$ cat config.mk
export PLATFORM = sky130hd
export DESIGN_NAME = dpra_arbiter
export DESIGN_NICKNAME = d
export VERILOG_FILES = /design/src/logic/dpra_pkg.sv /design/src/logic/dpra_arbiter.sv /design/src/logic/dpra_lock.sv
export SDC_FILE = /design/constraint.sdc
export NUM_CORES = 1
export LEC_CHECK = 0
export BUFFER_PORTS_ARGS = -buffer_cell sky130_fd_sc_hd__buf_4
export CAP_MARGIN = 20
export CORE_AREA = 2 2 39 41
export CTS_CLUSTER_DIAMETER = 200
export DETAILED_ROUTE_END_ITERATION = 8
export DIE_AREA = 0 0 41 43
export GPL_TIMING_DRIVEN = 0
export PLACE_DENSITY_LB_ADDON = 0.08
export SYNTH_ARGS = -nofsm -noshare
export SYNTH_HDL_FRONTEND = slang
export SYNTH_SLANG_ARGS = --single-unit
$ cat constraint.sdc
create_clock -name sys_clk -period 2.9 [get_ports sys_clk]
set_clock_uncertainty 0.1 [all_clocks]
set_input_delay 0.145 -clock sys_clk [delete_from_list [all_inputs] [get_ports sys_clk]]
set_output_delay 0.145 -clock sys_clk [all_outputs]
set_load 0.01 [all_outputs]
$ cat src/logic/dpra_pkg.sv
// package for the two-function bus request arbiter
// assumes one pci clock domain; all pins and function requests are synchronous to it
package dpra_pkg;

    // ****************************************************************
    // function indices on the internal request and grant vectors
    // ****************************************************************
    localparam int unsigned FUNC_COUNT = 2;
    localparam logic FUNC_VIDEO = 1'h0;
    localparam logic FUNC_AUDIO = 1'h1;

    // ****************************************************************
    // reset values of the compatibility enables
    // ****************************************************************
    localparam logic EARLY_RELEASE_RST = 1'h0;
    localparam logic GNT_QUAL_RST = 1'h0;

    // ****************************************************************
    // decision lock states
    // ****************************************************************
    typedef enum logic [1:0] {
        DPRA_OPEN,
        DPRA_GRANTED,
        DPRA_TENURE
    } dpra_lock_e;

endpackage : dpra_pkg

$ cat src/logic/dpra_arbiter.sv
// two-function pci request arbiter: video and audio dma share one req/gnt pair
// assumes sys_clk is the pci clock, all pins are synchronous to it and active low,
// and the enables come from a configuration register on the same clock
`timescale 1ns/1ps

module dpra_arbiter (
    input wire logic sys_clk,
    input wire logic reset,
    input wire logic [1:0] func_req,
    output logic [1:0] func_gnt,
    output logic pci_req_n,
    input wire logic pci_gnt_n,
    input wire logic pci_frame_n,
    input wire logic pci_irdy_n,
    input wire logic early_req_release_compat_en,
    input wire logic grant_needs_request_en
);

    typedef struct packed {
        logic compat;
        logic gnt_qual;
    } dpra_ctl_s;

    dpra_ctl_s ctl_q;
    dpra_ctl_s ctl_d;
    logic gnt_seen;
    logic frame_act;
    logic bus_idle;
    logic sel_now;
    logic locked;
    logic tenure;
    logic owner;
    logic sel;
    logic req_act;
    logic gnt_eff;

    // ****************************************************************
    // mode enables
    // ****************************************************************
    // a registered copy keeps mode changes on clean clock edges
    always_comb begin
        ctl_d = ctl_q;
        ctl_d.compat = early_req_release_compat_en;
        ctl_d.gnt_qual = grant_needs_request_en;
    end

    always_ff @(posedge sys_clk or posedge reset) begin
        if (reset) begin
            ctl_q <= '{compat: dpra_pkg::EARLY_RELEASE_RST, gnt_qual: dpra_pkg::GNT_QUAL_RST};
        end else begin
            ctl_q <= ctl_d;
        end
    end

    // ****************************************************************
    // bus observation
    // ****************************************************************
    // pins share the pci clock, so they are read raw with no synchroniser
    assign gnt_seen = !pci_gnt_n;
    assign frame_act = !pci_frame_n;
    assign bus_idle = pci_frame_n && pci_irdy_n;
    // audio request selects the grant while open
    assign sel_now = func_req[dpra_pkg::FUNC_AUDIO];

    // lock logic only commits early when the compat bit is set
    dpra_lock u_lock (
        .sys_clk(sys_clk),
        .reset(reset),
        .compat_en(ctl_q.compat),
        .gnt_seen(gnt_seen),
        .frame_act(frame_act),
        .bus_idle(bus_idle),
        .sel_now(sel_now),
        .locked(locked),
        .tenure(tenure),
        .owner(owner)
    );

    // ****************************************************************
    // request routing
    // ****************************************************************
    // locked owner holds the select until release
    assign sel = locked ? owner : sel_now;

    // compat locked routes only the owner request
    // owner drops its request with frame, so the pin rises at once
    // the other request cannot hold the pin
    // other request held off until the lock releases at idle
    // otherwise a plain OR
    // limitation: an owner that keeps its request past frame keeps the pin low
    assign req_act = (ctl_q.compat && locked) ? func_req[owner] : (|func_req);
    assign pci_req_n = !req_act;

    // ****************************************************************
    // grant steering
    // ****************************************************************
    // qualify grant with our own request; this kills parking
    // the qualification bit is left to software
    assign gnt_eff = gnt_seen && (!ctl_q.gnt_qual || req_act);
    // index 0 video, index 1 audio
    // one-hot demux of the gated grant
    // no audio request means video, so the bus parks on video
    assign func_gnt[dpra_pkg::FUNC_VIDEO] = gnt_eff && (sel == dpra_pkg::FUNC_VIDEO);
    assign func_gnt[dpra_pkg::FUNC_AUDIO] = gnt_eff && (sel == dpra_pkg::FUNC_AUDIO);
endmodule : dpra_arbiter

$ cat src/logic/dpra_lock.sv
// decision lock for the two-function bus request arbiter
// assumes bus pins are active-high versions already decoded by the parent
`timescale 1ns/1ps

module dpra_lock (
    input wire logic sys_clk,
    input wire logic reset,
    input wire logic compat_en,
    input wire logic gnt_seen,
    input wire logic frame_act,
    input wire logic bus_idle,
    input wire logic sel_now,
    output logic locked,
    output logic tenure,
    output logic owner
);

    typedef struct packed {
        dpra_pkg::dpra_lock_e state;
        logic owner;
    } dpra_lock_s;

    dpra_lock_s st_q;
    dpra_lock_s st_d;

    // ****************************************************************
    // next state
    // ****************************************************************
    always_comb begin
        st_d = st_q;
        case (st_q.state)
            dpra_pkg::DPRA_OPEN: begin
                // compat lock on grant, frame picks tenure instead of granted
                if (gnt_seen && compat_en) begin
                    st_d.state = frame_act ? dpra_pkg::DPRA_TENURE : dpra_pkg::DPRA_GRANTED;
                    st_d.owner = sel_now;
                end else if (gnt_seen && frame_act) begin
                    st_d.state = dpra_pkg::DPRA_TENURE;
                    st_d.owner = sel_now;
                end
            end
            dpra_pkg::DPRA_GRANTED: begin
                // grant withdrawn before frame: nothing started, reopen
                if (frame_act) begin
                    st_d.state = dpra_pkg::DPRA_TENURE;
                end else if (!gnt_seen) begin
                    st_d.state = dpra_pkg::DPRA_OPEN;
                end
            end
            dpra_pkg::DPRA_TENURE: begin
                // release once frame and irdy both idle
                if (bus_idle) begin
                    st_d.state = dpra_pkg::DPRA_OPEN;
                end
            end
            default: begin
                st_d.state = dpra_pkg::DPRA_OPEN;
            end
        endcase
    end

    // ****************************************************************
    // state register
    // ****************************************************************
    always_ff @(posedge sys_clk or posedge reset) begin
        if (reset) begin
            st_q <= '{state: dpra_pkg::DPRA_OPEN, owner: dpra_pkg::FUNC_VIDEO};
        end else begin
            st_q <= st_d;
        end
    end

    assign locked = (st_q.state != dpra_pkg::DPRA_OPEN);
    assign tenure = (st_q.state == dpra_pkg::DPRA_TENURE);
    assign owner = st_q.owner;

endmodule : dpra_lock

==> After elaboration in Yosys (flattened, before gate mapping) <==
Index checks and enable logic that the tools add are counted.
{ "totals": {"reg_bits": 5, "latch_bits": 0, "ram_bits": 0, "rom_bits": 0, "output_inout_bits": 3, "memories": 0} }
{ "classes": {"n_addsub": 0, "n_mul": 0, "div": 0, "n_lt_le_gt_ge": 1, "n_eq_ne": 5, "shift": 0, "n_mux": 11, "n_bitwise": 1, "n_reduce_logical": 18} }
{ "ops": {"columns": ["cell", "n"], "rows": [
  ["$mux 2", 4],
  ["$logic_and 1x1->1", 7],
  ["$mux 3", 2],
  ["$pmux 2 s3", 1],
  ["$logic_not 1->1", 4],
  ["$mux 1", 4],
  ["$reduce_bool 2->1", 2],
  ["$ne 3x1->1 const B", 1],
  ["$ne 3x3->1 const B", 1],
  ["$reduce_and 3->1", 1],
  ["$eq 2x1->1 const B", 1],
  ["$eq 2x2->1 const B", 1],
  ["$logic_not 2->1", 1],
  ["$lt 1x2->1 const B", 1],
  ["$ne 2x2->1 const B", 1],
  ["$reduce_and 2->1", 1],
  ["$reduce_or 2->1", 1],
  ["$logic_or 1x1->1", 1],
  ["$not 1->1", 1]
]} }

==> Depth between registers and ports, before layout <==
Gate-level depths: netlist of run 1.
{ "logic_depth": {"depth_word": 6, "mapped_depth": 3, "depth_no_buf": 3} }

==> Hierarchy <==
From an unflattened synthesis of run 1, not the netlist that was laid out.
{ "hier_totals": {"cells_unflattened": 30, "area_unflattened_um2": 292.8} }
{ "by_module_without_submodules": {"columns": ["mod", "instances", "cells_each", "area_each_um2"], "rows": [
  ["dpra_lock", 1, 15, 155.1],
  ["dpra_arbiter", 1, 15, 137.6]
]} }

==> Worst setup path before layout of run 1 <==
Ideal clock, no wire load.
{ "synth_timing": {"path_kind": "reg-to-output", "startpoint": "register u_lock.st_q[1] (netlist name)", "endpoint": "output port func_gnt[0]", "t_arrival_ns": 1.129, "required_ns": 2.655, "path_slack_ns": 1.526, "path_stages_with_launch": 4, "cell_sequence": "dfrtp_1 -> nor2_2 -> mux2_4 -> a211oi_2"} }
{ "synth_via": {"elab_chain_cells": 6, "word_cells_on_any_way": 8, "classes_between": "mux (2); bitwise (1); reduce/logical (5)"} }
{ "synth_rtl": {"columns": ["item", "line_no", "text"], "rows": [
  ["start, declared", "dpra_lock.sv:23", "dpra_lock_s st_q;"],
  ["start signal, assigned", "dpra_lock.sv:67", "st_q <= '{state: dpra_pkg::DPRA_OPEN, owner: dpra_pkg::FUNC_VIDEO};"],
  ["start signal, assigned", "dpra_lock.sv:69", "st_q <= st_d;"],
  ["$reduce_bool 2->1 (*)", "dpra_lock.sv:73", "assign locked = (st_q.state != dpra_pkg::DPRA_OPEN);"],
  ["$logic_and 1x1->1", "dpra_arbiter.sv:91", "assign req_act = (ctl_q.compat && locked) ? func_req[owner] : (|func_req);"],
  ["$mux 1", "dpra_arbiter.sv:91", null],
  ["$logic_or 1x1->1", "dpra_arbiter.sv:99", "assign gnt_eff = gnt_seen && (!ctl_q.gnt_qual || req_act);"],
  ["$logic_and 1x1->1", "dpra_arbiter.sv:99", null],
  ["$logic_and 1x1->1 (*)", "dpra_arbiter.sv:103", "assign func_gnt[dpra_pkg::FUNC_VIDEO] = gnt_eff && (sel == dpra_pkg::FUNC_VIDEO);"],
  ["end, declared", "dpra_arbiter.sv:10", "output logic [1:0] func_gnt,"]
]} }
Every way passes the cells marked *; elsewhere a longest branch is shown, timed or not.

==> Worst setup path in the final report of run 1 <==
Ends and elaborated chain as after synthesis.

==> results of run 1 <==
## power by group
group	internal, mW	switching (mW)
clock network	0.0519	0.0260
registers	0.0769	0.00761
logic	0.0334	0.0222
## final cells by class
cell class / count / area, um^2 / area share [%]
timing repair buffer: 14 / 113 / 26.3
clock buffer: 4 / 26.3 / 6.14
multi-input combinational: 16 / 136 / 31.9
tap: 16 / 20.0 / 4.68
inverter: 2 / 7.51 / 1.75
sequential: 5 / 125 / 29.2
## sequential cells by signal, summed over array words and instances (netlist names)
| name | count |
|---|---|
| u_lock.owner | 1 |
| u_lock.st_q | 2 |
| ctl_q | 2 |
## path summary, 6_finish.rpt
kind / startpoint / end / slack [ns] / cells past startpoint
setup / recovery: u_lock.st_q[1] / func_gnt[0] / 1.17 / 4
hold / removal: pci_gnt_n / u_lock.st_q[1] / 0.04 / 2
setup reg to reg: u_lock.st_q[1] / u_lock.owner / 1.68 / 3
hold reg to reg: u_lock.st_q[2] / u_lock.st_q[1] / 0.43 / 1
max in group asynchronous: reset / u_lock.st_q[1] / 2.28 / 3
min in group asynchronous: reset / ctl_q[0] / 0.26 / 3
## cells in the mapped netlist, drive strengths merged
cell    n  area (um^2)
dfrtp   5          125
a211oi  2         25.0
inv     2         7.51
mux2    2         26.3
nor2    2         10.0
o21ai   2         10.0
a21oi   1         5.00
a22oi   1         7.51
mux2i   1         10.0
nor2b   1         6.26
nor4b   1         8.76
o21a    1         7.51
o22ai   1         12.5
o31ai   1         7.51
## per-layer routing
metal	share of wire (%)	track usage (%)
met1	44	8.82
met2	47	8.75
met3	8.5	1.57
met4	0	10.0
met5	0	0
## critical path: cells and delay by family, from the launching register on
family	cells	cell delay, ns
AO/OA/AOI/OAI	1	0.18
buffers and inverters	1	0.14
flip-flops	1	0.42
multiplexers	1	0.32
AND/OR/NAND/NOR	1	0.18
## kinds of logic (layout without fill, tap and decap cells)
group	count (synthesis)	in the layout	synth area share [%]
AND/OR/NAND/NOR	4	4	9.30
multiplexers	3	3	13.5
buffers and inverters	2	20	2.79
flip-flops	5	5	46.5
AO/OA/AOI/OAI	9	9	27.9
## timing repair
| action | CTS | global route |
|---|---|---|
| setup buffers | 0 | 0 |
| hold buffers | 3 | 0 |
| hold endpoints to repair | 7 | 0 |
| gates resized for setup | 0 | 0 |
==> summary.md, run 1 <==
| Metric | Value |
|---|---|
| Status | completed |
| Number of violations of the max-capacitance limit | 0 |
| Netlist area before placement | 269 um^2 |
| Overflow after GRT | 0 |
| Root buffer cell | sky130_fd_sc_hd__clkbuf_4 |
| Via density | 4.07 |
| Total Power | 0.218 mW |
| Worst slew margin relative to its limit | 82.7% |
| Via count of the first global-routing pass | 210 |
| Count of clock tree sinks | 5 |
| Maximum number of pins on one net before global-route repair | 7 |
| Maximum buffer depth of the clock tree | 2 |
| Tightest Pin Transition | 0.255 ns |
| PwrDens | 509 nW/um^2 |
| Most used cells in the layout excluding fill and tap cells | 11 x sky130_fd_sc_hd__buf_4, 5 x sky130_fd_sc_hd__dfrtp_1, 3 x sky130_fd_sc_hd__clkbuf_4, 3 x sky130_fd_sc_hd__dlygate4sd3_1 |
| Overall fraction of global-route tracks in use | 7.37% |
| Antenna violations before repair | 0 |
| RSZ-0062 raised after global routing | no |
| Number of different library cells in the post-synthesis netlist | 16 |
| Leak | 0.192 nW |
| Length of the first detailed-routing pass in iterations | 4 |
| Pins over their slew limit | 0 |
| Share of synthesized area occupied by flip-flops and latches | 46.5% |
| Placement Rows | 14 |
| Category of the worst setup path launch point | register |
| Die Height | 43 um |
| Core Box Area | 1380 um^2 |
| CTS tree | done |
| DRC marker count from the first detailed-route iteration | 6 |
| Number of cells produced by synthesis | 23 |
| Final cell area excluding filler cells | 428 um^2 |
| Slowest-stage cell, CP | sky130_fd_sc_hd__dfrtp_1 |
| Min Hold Slack | 0.0364 ns |
| Worst endpoint required time | 2.65 ns |
| Setup total negative slack | 0 ns |
| Max Fclk | 0.579 GHz |
| Antenna fix cells | 0 |
| Total I/O pin count | 12 |
| Worst voltage drop across the vdd grid | 189 uV |
| Clock latency on the worst-skew pair | 0.23 ns |
| Highest net fanout along the worst path | 5 |
| Die X-Extent | 41 um |
| Max stage delay on crit path | 0.42 ns |
| Post-synthesis sequential element count | 5 |
| Post-route worst setup slack | 1.17 ns |
| Post-route antenna net violation count | 0 |
| Most common library cell in the layout ignoring fill and taps | sky130_fd_sc_hd__buf_4 |
| Total placed instance area | 372 um^2 |
| Chain of cells forming the critical path | nor2_2, mux2_4, a211oi_2, buf_4 |
| Path type of the worst setup path | register to output pin |
| Critical path data arrival time | 1.48 ns |
| Post-Syn Area per Cell | 11.7 um^2 |
| Fraction of layout cells with a size suffix above 1 | 48.8% |
| Setup WS pre-CTS | 1.42 ns |
| WL/cell | 9.74 um |
| Filler Cells Inserted | 156 |
| Number of nets in the layout | 51 |
| Final worst path period share | 59.6% |
| Count of buffers inserted at the top-level ports | 11 |
| Kind of end point of the critical path | output pin |
| Final count of hold timing violations | 0 |
| Clock transition at the registers of the reported paths | 0.04 ns |
| Number of cells after detailed placement | 50 |
| Worst min-delay path category | input port to register |
| Count of final setup violators | 0 |
| Post-layout instance count excluding filler cells | 57 |
| Final HPWL from detailed placement | 428 um |
| First-pass GRT wire length | 800 um |
| Post-Synthesis Net Count | 32 |
| Area of the die | 1760 um^2 |
| Vias | 232 |
| Layout Utilization | 30.9% |
| Num CTS Buffers | 3 |
| Clock period minus worst slack | 1.73 ns |
| Global placer's final weighted congestion | 0.603 |
| Area added between synthesis and finish | 59.1% |
| Wire length after detailed routing | 555 um |
| Number of warning messages in the yosys log | 0 |
| Post-route DRC | 0 |
| Effective utilization at floorplan | 19.4% |
| Number of H-tree levels | 1 |
(Power assumes the default switching activity.)
==> run 2: changes to the inputs <==
- clock period: 2.9 -> 1.4 ns (I/O delays scaled with it)
==> summary.md, run 2 (synthesized netlist as in run 1, its figures left out) <==
| Metric | Value |
|---|---|
| Status | finished with violations |
| Violations in the final reports | negative setup slack |
| Fraction of layout cells with a size suffix above 1 | 54.3% (+5.6 points) |
| Die Height | 43 um (unchanged) |
| Maximum buffer depth of the clock tree | 2 (unchanged) |
| Post-route DRC | 0 (unchanged) |
| DRC marker count from the first detailed-route iteration | 0 (-6) |
| Antenna fix cells | 0 (unchanged) |
| Worst voltage drop across the vdd grid | 437 uV (+130%) |
| Layout Utilization | 36.4% (+5.5 points) |
| Kind of end point of the critical path | output pin |
| Area added between synthesis and finish | 87.4% |
| Most used cells in the layout excluding fill and tap cells | 13 x sky130_fd_sc_hd__buf_4, 5 x sky130_fd_sc_hd__dfrtp_1, 4 x sky130_fd_sc_hd__dlygate4sd3_1, 3 x sky130_fd_sc_hd__clkbuf_4 |
| PwrDens | 1010 nW/um^2 (+99%) |
| Overall fraction of global-route tracks in use | 8.08% (+0.71 points) |
| Number of H-tree levels | 1 (unchanged) |
| Wire length after detailed routing | 610 um (+9.9%) |
| Leak | 0.223 nW (+16%) |
| CTS tree | done |
| Count of buffers inserted at the top-level ports | 11 (unchanged) |
| Die X-Extent | 41 um (unchanged) |
| Via count of the first global-routing pass | 240 (+14%) |
| Effective utilization at floorplan | 19.4% (unchanged) |
| Post-route worst setup slack | -0.153 ns (-1.33 ns) |
| Most common library cell in the layout ignoring fill and taps | sky130_fd_sc_hd__buf_4 |
| First-pass GRT wire length | 897 um (+12%) |
| Num CTS Buffers | 3 (unchanged) |
| Length of the first detailed-routing pass in iterations | 1 (-3) |
| Worst min-delay path category | input port to register |
| Path type of the worst setup path | register to output pin |
| Vias | 253 (+9.1%) |
| Chain of cells forming the critical path | nor2_4, mux2_4, a211oi_2, buf_4 |
| Count of final setup violators | 3 (+3) |
| Area of the die | 1760 um^2 (unchanged) |
| Register area | 125 um^2 (unchanged) |
| Via density | 4.08 (+0.26%) |
| Setup total negative slack | -0.320 ns (-0.320 ns) |
| Highest net fanout along the worst path | 3 (-2) |
| Max stage delay on crit path | 0.41 ns (about the same) |
| Filler Cells Inserted | 148 (-5.1%) |
| Maximum number of pins on one net before global-route repair | 7 (unchanged) |
| Pins over their slew limit | 0 (unchanged) |
| Total I/O pin count | 12 (unchanged) |
| Count of clock tree sinks | 5 (unchanged) |
| Final HPWL from detailed placement | 428 um (unchanged) |
| Clock transition at the registers of the reported paths | 0.04 ns (about the same) |
| Final count of hold timing violations | 0 (unchanged) |
| Overflow after GRT | 0 (unchanged) |
| Tightest Pin Transition | 0.257 ns (+0.00151 ns) |
| WL/cell | 9.84 um (+1.0%) |
| Clock latency on the worst-skew pair | 0.24 ns (about the same) |
| Clock period minus worst slack | 1.55 ns |
| Slowest-stage cell, CP | sky130_fd_sc_hd__dfrtp_1 |
| Number of violations of the max-capacitance limit | 0 (unchanged) |
| Antenna violations before repair | 0 (unchanged) |
| Core Box Area | 1380 um^2 (unchanged) |
| Post-route antenna net violation count | 0 (unchanged) |
| Post-layout instance count excluding filler cells | 62 (+8.8%) |
| Number of nets in the layout | 56 (+9.8%) |
| Category of the worst setup path launch point | register |
| Worst endpoint required time | 1.23 ns (-1.42 ns) |
| Root buffer cell | sky130_fd_sc_hd__clkbuf_4 |
| Global placer's final weighted congestion | 0.603 (unchanged) |
| Number of cells after detailed placement | 50 (unchanged) |
| Final worst path period share | 111% |
| RSZ-0062 raised after global routing | yes |
| Worst slew margin relative to its limit | 82.6% (-0.10 points) |
| Critical path data arrival time | 1.38 ns (-0.10 ns) |
| Area of combinational cells with multiple inputs | 165 um^2 (+21%) |
| Placement Rows | 14 (unchanged) |
| Max Fclk | 0.644 GHz |
## run 2: routing by layer
layer | part of all wire, % | up-vias | track usage (%)
met5 | 0 | - | 0
met1 | 44 | 113 | 9.18
met3 | 6.6 | 0 | 1.57
met2 | 49 | 8 | 10.6
met4 | 0 | 0 | 10.0
li1 | - | 132 | -
## run 2: layout make-up
cell class | count | share of cell area, %
Multi-Input combinational cell | 16 | 32.8
Timing Repair Buffer | 19 | 31.8
Sequential cell | 5 | 24.8
Clock buffer | 4 | 5.21
Tap cell | 16 | 3.97
Inverter | 2 | 1.49
## run 2: path summary, 6_finish.rpt
| path | startpoint | endpoint | slack, ns | depth (start not counted) |
|---|---|---|---|---|
| hold reg to reg | ctl_q[1] | u_lock.st_q[1] | 0.47 | 2 |
| setup / recovery | u_lock.st_q[1] | func_gnt[0] | -0.15 | 4 |
| min in group asynchronous | reset | ctl_q[0] | 0.19 | 3 |
| max in group asynchronous | reset | u_lock.st_q[1] | 0.85 | 3 |
| hold / removal | pci_irdy_n | u_lock.st_q[2] | 0.01 | 3 |
| setup reg to reg | u_lock.st_q[1] | u_lock.owner | 0.19 | 4 |
## run 2: per-stage QoR
stage / area, um^2 / setup slack [ns] / hold WS (ns) / power (mW)
2_1_floorplan: 269 / 0.101 / -0.251 / 0.240
3_3_place_gp: 372 / -0.00378 / -0.121 / 0.285
3_5_place_dp: 372 / -0.00862 / -0.119 / 0.287
4_1_cts: 495 / -0.161 / 0.00165 / 0.516
5_1_grt: 504 / -0.233 / 0.00710 / 0.544
6_report: 504 / -0.153 / 0.0148 / 0.512
## run 2: timing repair
| action | CTS | global route |
|---|---|---|
| hold buffers | 4 | 0 |
| setup buffers | 4 | 0 |
| gates resized for setup | 6 | 2 |
| pin swaps | 2 | 1 |
| gates cloned | 0 | 0 |
| hold endpoints to repair | 9 | 0 |
| setup endpoints to repair | 3 | 3 |
## run 2: power breakdown
part	switching [mW]	internal [mW]
Combinational	0.0667	0.110
Sequential	0.0146	0.159
Clock	0.0540	0.107
## run 2: critical path: cells and delay by family, from the launching register on
kind	cells	cell delay [ns]
DFF	1	0.41
and+or+nand+nor	1	0.15
muxes	1	0.31
AOI/OAI and AO/OA	1	0.13
buffers and inverters	1	0.14
